### src/hw/prc_defs.svh
// Constants for the clock ratio configuration block
`ifndef PRC_DEFS_SVH
`define PRC_DEFS_SVH

// Register indices; byte address is index times four
`define PRC_IDX_STATUS 10'h000
`define PRC_IDX_CONTROL 10'h001
`define PRC_IDX_READBACK 10'h0e2
`define PRC_ADDR_W 12

// Readback layout: setting bits 4..1 in 7:4, setting bit 0 in bit 3
`define PRC_RB_HI_LSB 4
`define PRC_RB_LO_BIT 3
`define PRC_RB_RESET 8'h00

// Status layout
`define PRC_ST_VALID_BIT 0
`define PRC_ST_RSVD_BIT 1
`define PRC_ST_OFF_BIT 2
`define PRC_ST_MPLL_BIT 3
`define PRC_ST_CPLL_BIT 4
`define PRC_ST_MEM_LSB 8
`define PRC_ST_CPU_LSB 12
`define PRC_ST_CODE_LSB 16

// Control layout
`define PRC_CTL_RESAMPLE_BIT 0

// Cycles in the delay state before the capture; one hold cycle follows both hard resets negated
`define PRC_SAMPLE_CYCLES 4

// Special ratio codes
`define PRC_CODE_SINGLE_BYPASS 5'h06
`define PRC_CODE_EARLY_ONLY 5'h07
`define PRC_CODE_DUAL_BYPASS 5'h1e
`define PRC_CODE_OFF 5'h1f

// Bus responses
`define PRC_RESP_OKAY 2'h0
`define PRC_RESP_SLVERR 2'h2

`endif

### src/hw/prc_pkg.sv
// Types shared by the clock ratio configuration block
package prc_pkg;

  // Decoded operating mode of the two PLLs
  typedef enum logic [2:0] {
    PRC_MODE_PLL,
    PRC_MODE_MEM_BYPASS,
    PRC_MODE_SINGLE_BYPASS,
    PRC_MODE_DUAL_BYPASS,
    PRC_MODE_OFF,
    PRC_MODE_RESERVED
  } prc_mode_t;

  // Source of a clock domain
  typedef enum logic [1:0] {
    PRC_SRC_PLL,
    PRC_SRC_PCI,
    PRC_SRC_BYPASS_IN,
    PRC_SRC_NONE
  } prc_src_t;

  // Sampling sequence
  typedef enum logic [1:0] {
    PRC_SEQ_HOLD,
    PRC_SEQ_DELAY,
    PRC_SEQ_DONE
  } prc_seq_t;

endpackage

### src/hw/prc_decode.sv
// Ratio code to multiplier and mode decoder
`timescale 1ns/10ps
`include "prc_defs.svh"

module prc_decode
  import prc_pkg::*;
#(
  parameter bit EARLY_REV = 1'b0
)
(
  input wire logic [4:0] code,
  output prc_mode_t mode,
  output logic [3:0] mem_mult_x2,
  output logic [3:0] cpu_mult_x2
);

  // Multipliers in half steps so 1.5 and 2.5 stay exact
  always_comb
  begin
    mode = PRC_MODE_PLL;
    mem_mult_x2 = 4'h0;
    cpu_mult_x2 = 4'h0;
    case (code)
      5'h00: begin mem_mult_x2 = 4'h6; cpu_mult_x2 = 4'h5; end
      5'h02: begin mem_mult_x2 = 4'h2; cpu_mult_x2 = 4'h9; end
      5'h03:
      begin
        mode = PRC_MODE_MEM_BYPASS;
        mem_mult_x2 = 4'h2;
        cpu_mult_x2 = 4'h4;
      end
      5'h04: begin mem_mult_x2 = 4'h4; cpu_mult_x2 = 4'h4; end // RQ2
      `PRC_CODE_SINGLE_BYPASS:
      begin
        mode = PRC_MODE_SINGLE_BYPASS; // RQ3
        mem_mult_x2 = 4'h2;
        cpu_mult_x2 = 4'h2;
      end
      `PRC_CODE_EARLY_ONLY:
      begin
        // Only the earlier silicon has this setting
        if (EARLY_REV) // RQ9
        begin
          mode = PRC_MODE_MEM_BYPASS;
          mem_mult_x2 = 4'h2;
          cpu_mult_x2 = 4'h6;
        end
        else
          mode = PRC_MODE_RESERVED;
      end
      5'h08: begin mem_mult_x2 = 4'h2; cpu_mult_x2 = 4'h6; end // RQ2
      5'h09: begin mem_mult_x2 = 4'h4; cpu_mult_x2 = 4'h4; end
      5'h0b: begin mem_mult_x2 = 4'h4; cpu_mult_x2 = 4'h5; end
      5'h0c: begin mem_mult_x2 = 4'h4; cpu_mult_x2 = 4'h5; end
      5'h0e: begin mem_mult_x2 = 4'h4; cpu_mult_x2 = 4'h6; end
      5'h10: begin mem_mult_x2 = 4'h6; cpu_mult_x2 = 4'h4; end // RQ2
      5'h12: begin mem_mult_x2 = 4'h3; cpu_mult_x2 = 4'h4; end
      5'h14: begin mem_mult_x2 = 4'h4; cpu_mult_x2 = 4'h7; end
      5'h16: begin mem_mult_x2 = 4'h4; cpu_mult_x2 = 4'h8; end
      5'h17: begin mem_mult_x2 = 4'h8; cpu_mult_x2 = 4'h4; end
      5'h19: begin mem_mult_x2 = 4'h4; cpu_mult_x2 = 4'h5; end
      5'h1a: begin mem_mult_x2 = 4'h2; cpu_mult_x2 = 4'h8; end
      5'h1b: begin mem_mult_x2 = 4'h4; cpu_mult_x2 = 4'h6; end
      5'h1c: begin mem_mult_x2 = 4'h3; cpu_mult_x2 = 4'h6; end
      5'h1d: begin mem_mult_x2 = 4'h3; cpu_mult_x2 = 4'h5; end
      `PRC_CODE_DUAL_BYPASS:
      begin
        mode = PRC_MODE_DUAL_BYPASS; // RQ4
        mem_mult_x2 = 4'h2;
        cpu_mult_x2 = 4'h2;
      end
      `PRC_CODE_OFF: mode = PRC_MODE_OFF; // RQ6
      default: mode = PRC_MODE_RESERVED;
    endcase
  end

endmodule

### src/hw/prc_axil.sv
// AXI4-Lite slave front end for the ratio registers
`timescale 1ns/10ps
`include "prc_defs.svh"

module prc_axil
  import prc_pkg::*;
(
  input wire logic clock,
  input wire logic reset,
  input wire logic [`PRC_ADDR_W-1:0] s_axi_awaddr,
  input wire logic s_axi_awvalid,
  output logic s_axi_awready,
  input wire logic [31:0] s_axi_wdata,
  input wire logic [3:0] s_axi_wstrb,
  input wire logic s_axi_wvalid,
  output logic s_axi_wready,
  output logic [1:0] s_axi_bresp,
  output logic s_axi_bvalid,
  input wire logic s_axi_bready,
  input wire logic [`PRC_ADDR_W-1:0] s_axi_araddr,
  input wire logic s_axi_arvalid,
  output logic s_axi_arready,
  output logic [31:0] s_axi_rdata,
  output logic [1:0] s_axi_rresp,
  output logic s_axi_rvalid,
  input wire logic s_axi_rready,
  output logic wr_en,
  output logic [9:0] wr_index,
  output logic [31:0] wr_data,
  output logic [3:0] wr_strb,
  input wire logic wr_ok,
  output logic rd_en,
  output logic [9:0] rd_index,
  input wire logic [31:0] rd_data,
  input wire logic rd_ok
);

  logic aw_full;
  logic w_full;

  // One write in flight; address and data may come in either order
  assign s_axi_awready = !aw_full && !s_axi_bvalid;
  assign s_axi_wready = !w_full && !s_axi_bvalid;
  assign wr_en = aw_full && w_full && !s_axi_bvalid;

  // Write address holding
  always_ff @(posedge clock or posedge reset)
  begin
    if (reset)
    begin
      aw_full <= 1'b0;
      wr_index <= 10'h000;
    end
    else if (wr_en)
      aw_full <= 1'b0;
    else if (s_axi_awvalid && s_axi_awready)
    begin
      aw_full <= 1'b1;
      wr_index <= s_axi_awaddr[`PRC_ADDR_W-1:2];
    end
  end

  // Write data holding
  always_ff @(posedge clock or posedge reset)
  begin
    if (reset)
    begin
      w_full <= 1'b0;
      wr_data <= 32'h0000_0000;
      wr_strb <= 4'h0;
    end
    else if (wr_en)
      w_full <= 1'b0;
    else if (s_axi_wvalid && s_axi_wready)
    begin
      w_full <= 1'b1;
      wr_data <= s_axi_wdata;
      wr_strb <= s_axi_wstrb;
    end
  end

  // Write response
  always_ff @(posedge clock or posedge reset)
  begin
    if (reset)
    begin
      s_axi_bvalid <= 1'b0;
      s_axi_bresp <= `PRC_RESP_OKAY;
    end
    else if (wr_en)
    begin
      s_axi_bvalid <= 1'b1;
      s_axi_bresp <= wr_ok ? `PRC_RESP_OKAY : `PRC_RESP_SLVERR;
    end
    else if (s_axi_bready)
      s_axi_bvalid <= 1'b0;
  end

  // Reads answer one cycle after the address is taken
  assign s_axi_arready = !s_axi_rvalid;
  assign rd_en = s_axi_arvalid && s_axi_arready;
  assign rd_index = s_axi_araddr[`PRC_ADDR_W-1:2];

  always_ff @(posedge clock or posedge reset)
  begin
    if (reset)
    begin
      s_axi_rvalid <= 1'b0;
      s_axi_rdata <= 32'h0000_0000;
      s_axi_rresp <= `PRC_RESP_OKAY;
    end
    else if (rd_en)
    begin
      s_axi_rvalid <= 1'b1;
      s_axi_rdata <= rd_ok ? rd_data : 32'h0000_0000;
      s_axi_rresp <= rd_ok ? `PRC_RESP_OKAY : `PRC_RESP_SLVERR;
    end
    else if (s_axi_rready)
      s_axi_rvalid <= 1'b0;
  end

endmodule

### src/hw/prc_top.sv
// Clock ratio strap sampling, decode and register access
// Functional notes
// RQ1 - One five-bit ratio setting sets both the memory and CPU multipliers.
// RQ2 - Codes decode per table, e.g. 00100 gives 2/2, 01000 1/3, 10000 3/2.
// RQ3 - Code 00110 runs the CPU from the PCI clock, memory PLL off, 1:1 bus.
// RQ4 - Dual bypass feeds logic from PCI and CPU from its own input, PLLs off.
// RQ5 - In dual bypass the board keeps both input clocks synchronized.
// RQ6 - Code 11111 stops all internal clocks and turns both PLLs off.
// RQ7 - The board must not strap any code that is not in the mapping; the bench straps 00001, flagged reserved.
// RQ8 - The sampled setting is readable in bits 7 to 4 of register 0xE2; the code puts setting bits 4..1 there and bit 0 in bit 3.
// RQ9 - Code 00111 is memory bypass with CPU times 3 on early silicon only.
// RQ10 - The board keeps the PCI reference clock at or below 66 MHz.
// RQ11 - Settings keep the memory PLL oscillator within 132 to 352 MHz.
// RQ12 - Settings keep the CPU PLL oscillator within 300 to 704 MHz.
// RQ13 - The straps are sampled a few clocks after both hard resets negate.
// RQ14 - The board holds the straps steady until sampling has completed.
`timescale 1ns/10ps
`include "prc_defs.svh"

module prc_top
  import prc_pkg::*;
#(
  parameter bit EARLY_REV = 1'b0,
  parameter int SAMPLE_CYCLES = `PRC_SAMPLE_CYCLES
)
(
  input wire logic clock,
  input wire logic reset,
  input wire logic [4:0] pll_cfg,
  input wire logic cpu_hard_reset,
  input wire logic controller_hard_reset,
  input wire logic [`PRC_ADDR_W-1:0] s_axi_awaddr,
  input wire logic s_axi_awvalid,
  output logic s_axi_awready,
  input wire logic [31:0] s_axi_wdata,
  input wire logic [3:0] s_axi_wstrb,
  input wire logic s_axi_wvalid,
  output logic s_axi_wready,
  output logic [1:0] s_axi_bresp,
  output logic s_axi_bvalid,
  input wire logic s_axi_bready,
  input wire logic [`PRC_ADDR_W-1:0] s_axi_araddr,
  input wire logic s_axi_arvalid,
  output logic s_axi_arready,
  output logic [31:0] s_axi_rdata,
  output logic [1:0] s_axi_rresp,
  output logic s_axi_rvalid,
  input wire logic s_axi_rready,
  output logic [3:0] mem_mult_x2,
  output logic [3:0] cpu_mult_x2,
  output logic mem_pll_on,
  output logic cpu_pll_on,
  output prc_src_t periph_clk_src,
  output prc_src_t cpu_clk_src,
  output logic clocks_stopped,
  output logic code_reserved,
  output logic config_valid
);

  localparam logic [2:0] CNT_LAST = 3'(SAMPLE_CYCLES - 1);

  prc_seq_t seq;
  logic [2:0] wait_cnt;
  logic [4:0] sampled_code;
  logic hard_any;
  logic capture;
  logic resample;
  prc_mode_t dec_mode;
  logic [3:0] dec_mem;
  logic [3:0] dec_cpu;
  logic wr_en;
  logic [9:0] wr_index;
  logic [31:0] wr_data;
  logic [3:0] wr_strb;
  logic wr_ok;
  logic rd_en;
  logic [9:0] rd_index;
  logic [31:0] rd_data;
  logic rd_ok;

  // Either hard reset holds the straps unsampled
  assign hard_any = cpu_hard_reset || controller_hard_reset;
  assign capture = (seq == PRC_SEQ_DELAY) && !hard_any
    && (wait_cnt == CNT_LAST);
  assign resample = wr_en && (wr_index == `PRC_IDX_CONTROL) && wr_strb[0]
    && wr_data[`PRC_CTL_RESAMPLE_BIT];

  // Strap sampling sequence
  always_ff @(posedge clock or posedge reset)
  begin
    if (reset)
      seq <= PRC_SEQ_HOLD;
    else if (hard_any)
      seq <= PRC_SEQ_HOLD; // RQ13
    else
    begin
      unique case (seq)
        PRC_SEQ_HOLD: seq <= PRC_SEQ_DELAY; // RQ13
        PRC_SEQ_DELAY:
          if (capture)
            seq <= PRC_SEQ_DONE;
        PRC_SEQ_DONE:
          if (resample)
            seq <= PRC_SEQ_DELAY;
      endcase
    end
  end

  // Delay counter, restarted whenever the delay begins
  always_ff @(posedge clock or posedge reset)
  begin
    if (reset)
      wait_cnt <= 3'h0;
    else if (seq != PRC_SEQ_DELAY || hard_any)
      wait_cnt <= 3'h0;
    else if (!capture)
      wait_cnt <= wait_cnt + 3'h1;
  end

  // Decoder looks at the live straps; results latch only at capture
  prc_decode #(
    .EARLY_REV(EARLY_REV)
  ) u_decode (
    .code(pll_cfg),
    .mode(dec_mode),
    .mem_mult_x2(dec_mem),
    .cpu_mult_x2(dec_cpu)
  );

  // Captured setting and multipliers
  always_ff @(posedge clock or posedge reset)
  begin
    if (reset)
    begin
      sampled_code <= 5'h00;
      mem_mult_x2 <= 4'h0;
      cpu_mult_x2 <= 4'h0;
    end
    else if (capture)
    begin
      sampled_code <= pll_cfg; // RQ13
      mem_mult_x2 <= dec_mem; // RQ1
      cpu_mult_x2 <= dec_cpu; // RQ1
    end
  end

  // Valid flag drops while a new sample is pending
  always_ff @(posedge clock or posedge reset)
  begin
    if (reset)
      config_valid <= 1'b0;
    else if (capture)
      config_valid <= 1'b1;
    else if (hard_any || resample)
      config_valid <= 1'b0;
  end

  // Clock steering from the decoded mode; clocks held off from reset until the first capture
  always_ff @(posedge clock or posedge reset)
  begin
    if (reset)
    begin
      mem_pll_on <= 1'b0;
      cpu_pll_on <= 1'b0;
      periph_clk_src <= PRC_SRC_NONE;
      cpu_clk_src <= PRC_SRC_NONE;
      clocks_stopped <= 1'b1;
      code_reserved <= 1'b0;
    end
    else if (capture)
    begin
      code_reserved <= (dec_mode == PRC_MODE_RESERVED);
      unique case (dec_mode)
        PRC_MODE_PLL:
        begin
          mem_pll_on <= 1'b1; // RQ1
          cpu_pll_on <= 1'b1;
          periph_clk_src <= PRC_SRC_PLL;
          cpu_clk_src <= PRC_SRC_PLL;
          clocks_stopped <= 1'b0;
        end
        PRC_MODE_MEM_BYPASS:
        begin
          mem_pll_on <= 1'b0; // RQ9
          cpu_pll_on <= 1'b1;
          periph_clk_src <= PRC_SRC_PCI;
          cpu_clk_src <= PRC_SRC_PLL;
          clocks_stopped <= 1'b0;
        end
        PRC_MODE_SINGLE_BYPASS:
        begin
          // Processor runs straight from the PCI reference
          mem_pll_on <= 1'b0; // RQ3
          cpu_pll_on <= 1'b0;
          periph_clk_src <= PRC_SRC_PCI;
          cpu_clk_src <= PRC_SRC_PCI; // RQ3
          clocks_stopped <= 1'b0;
        end
        PRC_MODE_DUAL_BYPASS:
        begin
          // Relies on the two inputs being aligned by the board
          mem_pll_on <= 1'b0; // RQ4
          cpu_pll_on <= 1'b0; // RQ4
          periph_clk_src <= PRC_SRC_PCI;
          cpu_clk_src <= PRC_SRC_BYPASS_IN; // RQ4
          clocks_stopped <= 1'b0;
        end
        PRC_MODE_OFF, PRC_MODE_RESERVED:
        begin
          // A reserved code is parked like clock off: safest guess
          mem_pll_on <= 1'b0; // RQ6
          cpu_pll_on <= 1'b0;
          periph_clk_src <= PRC_SRC_NONE;
          cpu_clk_src <= PRC_SRC_NONE;
          clocks_stopped <= 1'b1; // RQ6
        end
        default:
        begin
          mem_pll_on <= 1'b0;
          cpu_pll_on <= 1'b0;
          periph_clk_src <= PRC_SRC_NONE;
          cpu_clk_src <= PRC_SRC_NONE;
          clocks_stopped <= 1'b1;
        end
      endcase
    end
  end

  // Register read mux
  always_comb
  begin
    rd_data = 32'h0000_0000;
    rd_ok = 1'b1;
    unique case (rd_index)
      `PRC_IDX_STATUS:
      begin
        rd_data[`PRC_ST_VALID_BIT] = config_valid;
        rd_data[`PRC_ST_RSVD_BIT] = code_reserved;
        rd_data[`PRC_ST_OFF_BIT] = clocks_stopped;
        rd_data[`PRC_ST_MPLL_BIT] = mem_pll_on;
        rd_data[`PRC_ST_CPLL_BIT] = cpu_pll_on;
        rd_data[`PRC_ST_MEM_LSB +: 4] = mem_mult_x2;
        rd_data[`PRC_ST_CPU_LSB +: 4] = cpu_mult_x2;
        rd_data[`PRC_ST_CODE_LSB +: 5] = sampled_code;
      end
      `PRC_IDX_CONTROL: rd_data = 32'h0000_0000;
      `PRC_IDX_READBACK:
      begin
        rd_data[`PRC_RB_HI_LSB +: 4] = sampled_code[4:1]; // RQ8
        rd_data[`PRC_RB_LO_BIT] = sampled_code[0];
      end
      default: rd_ok = 1'b0;
    endcase
  end

  // Only the control word accepts writes
  assign wr_ok = (wr_index == `PRC_IDX_CONTROL);

  prc_axil u_axil (
    .clock(clock),
    .reset(reset),
    .s_axi_awaddr(s_axi_awaddr),
    .s_axi_awvalid(s_axi_awvalid),
    .s_axi_awready(s_axi_awready),
    .s_axi_wdata(s_axi_wdata),
    .s_axi_wstrb(s_axi_wstrb),
    .s_axi_wvalid(s_axi_wvalid),
    .s_axi_wready(s_axi_wready),
    .s_axi_bresp(s_axi_bresp),
    .s_axi_bvalid(s_axi_bvalid),
    .s_axi_bready(s_axi_bready),
    .s_axi_araddr(s_axi_araddr),
    .s_axi_arvalid(s_axi_arvalid),
    .s_axi_arready(s_axi_arready),
    .s_axi_rdata(s_axi_rdata),
    .s_axi_rresp(s_axi_rresp),
    .s_axi_rvalid(s_axi_rvalid),
    .s_axi_rready(s_axi_rready),
    .wr_en(wr_en),
    .wr_index(wr_index),
    .wr_data(wr_data),
    .wr_strb(wr_strb),
    .wr_ok(wr_ok),
    .rd_en(rd_en),
    .rd_index(rd_index),
    .rd_data(rd_data),
    .rd_ok(rd_ok)
  );
endmodule

### config.mk
export PLATFORM = sky130hd
export DESIGN_NAME = prc_top
export DESIGN_NICKNAME = d
export VERILOG_FILES = /design/src/hw/prc_pkg.sv /design/src/hw/prc_decode.sv /design/src/hw/prc_axil.sv /design/src/hw/prc_top.sv
export VERILOG_INCLUDE_DIRS = /design/src /design/src/hw
export SDC_FILE = /design/constraint.sdc
export NUM_CORES = 1
export LEC_CHECK = 0
export ABC_AREA = 0
export ABC_CLOCK_PERIOD_IN_PS = 2520
export BUFFER_PORTS_ARGS = -buffer_cell sky130_fd_sc_hd__clkbuf_2
export CAP_MARGIN = 10
export CORE_AREA = 2 2 107 109
export CTS_CLUSTER_DIAMETER = 40
export DETAILED_ROUTE_END_ITERATION = 8
export DIE_AREA = 0 0 109 111
export MAX_ROUTING_LAYER = met4
export RECOVER_POWER = 50
export SLEW_MARGIN = 20
export SYNTH_ARGS = -nofsm -noshare
export SYNTH_HDL_FRONTEND = slang
export SYNTH_SLANG_ARGS = --single-unit
### constraint.sdc
create_clock -name clock -period 2.52 [get_ports clock]
set_clock_uncertainty 0.15 [all_clocks]
set_input_delay 0.126 -clock clock [delete_from_list [all_inputs] [get_ports clock]]
set_output_delay 0.126 -clock clock [all_outputs]
set_load 0.05 [all_outputs]
==> metrics.md <==
| Metric | Value |
|---|---|
| Type of the worst min-delay path | `in2reg` |
| Peak supply drop | `0.292 mV` |
| Top routing layer used | `met4` |
| Ant. Diodes | `0` |
| Async set-or-reset flop fraction in the synthesized netlist | `1.00` |
| Critical Path AT | `2180 ps` |
| Syn Area/Cell | `9.43 µm²` |
| Total of max-cap violations | `0` |
| Critical path's slowest cell | `or4_1` |
| CTS tree | `yes` |
| Pre-antenna DRT Iters | `4` |
| Gr usage total | `0.132` |
| Via count | `2719` |
| Critical Path Stages | `4` |
| Final Util | `0.381` |
| Pin count of the biggest net entering global routing | `54` |
| PortBufs | `80` |
| Layout area overhead | `30.9%` |
| Post-Syn Instances | `342` |
| Crit. End Element | `flip-flop` |
| Sequential area share after synthesis | `0.506` |
| CTS root buf | `clkbuf_16` |
| CP Cell Sequence | `or4_1 > nor4_1 > nand4_1 > a31o_1` |
| Cell variety after synth | `56` |
| Top delay family on crit path | `simple AND/OR/NAND/NOR gates` |
| Share of layout cells above drive strength 1 | `0.236` |
| Die Area | `12100 µm²` |
| Max incr delay on CP | `540 ps` |
| Synth Flop Type | `dfrtp_1` |
| FP Rows | `39` |
| Antenna-violating nets left | `0` |
| Final GP Congestion | `0.856` |
| Pre-CTS worst setup slack | `407 ps` |
| Core area | `11100 µm²` |
| Fin crit period | `2110 ps` |
| Chip width | `109 µm` |
| Worst slew pin tran | `1020 ps` |
| Hold Crit Depth | `4` |
| Cell taking the most area after synthesis | `dfrtp_1` |
| Initial drt markers | `178` |
| CTS sink cnt | `65` |
| CTS H-tree lvls | `3` |
| EDFF count, synth | `0` |
| RSZ-0062 raised after global routing | `no` |
| GRT overflow | `0` |
| Reg2Reg Depth | `4` |
| CTS Buf Count | `9` |
| Yosys reg bits | `65` |
| Met3 routed WL | `353 µm` |
| Ports | `132` |
| Final #Nets | `511` |
| CP Buf/Inv Count | `0` |
| Final Cycle Share | `0.839` |
| Share of the synthesized area in the top cell type | `0.473` |
| Final Slew Violations | `0` |
| P_leak | `2.02 nW` |
| Total length of routed wires | `7560 µm` |
| Kind of critical path | `reg2reg` |
| Initial antenna violation count | `0` |
| Clk buf depth | `2` |
| First-pass GRT wire length | `12300 µm` |
| Clk pin slew, worst setup/hold paths | `60 ps` |
| Status | `finished, final reports clean` |
| Initial Utilization | `0.291` |
| Synthesized cell area | `3220 µm²` |
| Routed vias/inst | `4.66` |
| DR WL met2 | `3580 µm` |
| Met1 wire length | `3530 µm` |
| CTS resizes | `0` |
| Clock latency on the worst-skew pair | `330 ps` |
| Number of remaining DRC errors | `0` |
| Final TNS setup | `0 ps` |
| Fmax | `473 MHz` |
| Pwr dens | `793 nW/µm²` |
| Crit path launch type | `flip-flop` |
| Final hold violation count | `0` |
| WP data required | `2590 ps` |
| Setup violators final | `0` |
| Detail Placement HPWL | `5390 µm` |
| Ranking of synthesized cells by area | `dfrtp_1 47%, nand2_1 9.3%, mux2_2 4.2%, nand3_1 3.7%, buf_4 3.3%` |
| Wirelength per Cell | `13.0 µm` |
| Slew headroom | `0.318` |
| Vias in the first global route | `2510` |
| Die height | `111 µm` |
| Tot Pwr | `3.35 mW` |
| YS warnings | `0` |
| Worst Path Max Fanout | `3` |
| Setup WS post-layout | `406 ps` |
-- kinds of logic (layout without fill, tap and decap cells) --
kind of cell	count (synthesis)	count (layout)	synth area share
simple gates	160	160	0.243
xor+xnor	3	3	0.00815
mux	13	13	0.0450
other cells	1	13	0.00116
fa+ha+maj	2	2	0.00776
buf+inv	43	129	0.0726
flops	65	65	0.506
compound gates	55	55	0.117
-- placed cells by master (no fill, tap or decap), types with 3 or more instances in the layout --
| cell | n |
|---|---|
| nand2_1 | 80 |
| clkbuf_2 | 62 |
| dfrtp_1 | 61 |
| nand3_1 | 24 |
| dlygate4sd3_1 | 19 |
| clkbuf_1 | 19 |
| nor2_1 | 14 |
| conb_1 | 13 |
| mux2_2 | 12 |
| clkbuf_16 | 9 |
| nor2b_1 | 7 |
| inv_1 | 7 |
| a21oi_1 | 7 |
| o21ai_0 | 7 |
| o21ai_1 | 7 |
| nand2b_1 | 5 |
| nand3b_1 | 4 |
| nor3_1 | 4 |
| o31ai_1 | 4 |
| or3_1 | 4 |
| dfstp_2 | 4 |
| buf_4 | 4 |
| o21a_1 | 3 |
| a31oi_1 | 3 |
| a211oi_1 | 3 |
| o2111ai_1 | 3 |
| a31o_1 | 3 |
| a22oi_1 | 3 |
| bufinv_16 | 3 |
-- worst min-delay path, stage by stage --
cell,delay [ps]
clkbuf_2,110
nor4_4,80
nand3_1,80
nand2_1,50
-- through the flow --
stage               hold WS, ps  instances  area [µm²]
floorplan                  56.6        354        3270
global placement          -85.9        548        3700
detailed placement        -84.4        548        3700
CTS                        5.25        583        4250
global route               20.6        583        4220
finish                     7.74        583        4220
-- sequential cells by signal (all words and copies together) (netlist names), 2 cells and up --
signal	cells
u_axil.wr_index	10
mem_mult_x2	4
cpu_clk_src	2
u_axil.s_axi_rdata	21
cpu_mult_x2	4
periph_clk_src	2
wait_cnt	3
sampled_code	5
seq	2
-- synthesized netlist by cell type, drive strengths merged (3+ instances only) --
cell,n
nor2b,7
nor3,4
nand2,80
o21a,3
or3,4
a22oi,3
buf,20
dfstp,4
a21oi,7
nand3b,4
nand3,24
nor4,3
mux2,12
o2111ai,3
inv,8
a211oi,3
a31oi,3
o21ai,14
dfrtp,61
a31o,3
clkbuf,15
or4,3
nand2b,5
o31ai,4
nor2,15
-- final timing paths --
kind                                                    from  slack (ps)                            endpoint
max                           u_axil.wr_index[5]$_DFFE_PP0P_         410            config_valid$_DFFE_PP0P_
min                                          s_axi_araddr[2]           8  u_axil.s_axi_rdata[13]$_DFFE_PP0P_
max reg2reg                   u_axil.wr_index[5]$_DFFE_PP0P_         410            config_valid$_DFFE_PP0P_
min reg2reg                u_axil.s_axi_rdata[1]$_DFFE_PP0P_         310   u_axil.s_axi_rdata[1]$_DFFE_PP0P_
max in group asynchronous                              reset        1300       periph_clk_src[0]$_DFFE_PP1P_
min in group asynchronous                              reset         210     u_axil.s_axi_bvalid$_DFFE_PP0P_
-- timing repair --
action	CTS	global route
endpoints found under the hold margin	78	0
hold buffers	19	0
buffers inserted	0	0
-- area by class of cell --
type                            instances  area, µm²
Multi-Input combinational cell        246       1410
Inverter                                8       30.0
Clock inverter                          6        114
Clock buffer                           10        239
Sequential cell                        65       1630
Timing Repair Buffer                  105        622
Tap cell                              143        179
Fill cell                            1136       6860
-- metal layers --
| metal | up-vias | global-route usage |
|---|---|---|
| li1 | 1350 | - |
| met1 | 1285 | 0.177 |
| met2 | 76 | 0.199 |
| met3 | 8 | 0.0270 |
| met4 | 0 | 0.0436 |
| met5 | - | - |
-- power by group --
| group | total (mW) | switching (mW) | internal [mW] |
|---|---|---|---|
| logic | 0.629 | 0.397 | 0.232 |
| registers | 1.26 | 0.0803 | 1.18 |
| clock network | 1.46 | 0.462 | 0.996 |
| total | 3.35 | 0.940 | 2.41 |
Power figures use the tool's default switching activity.
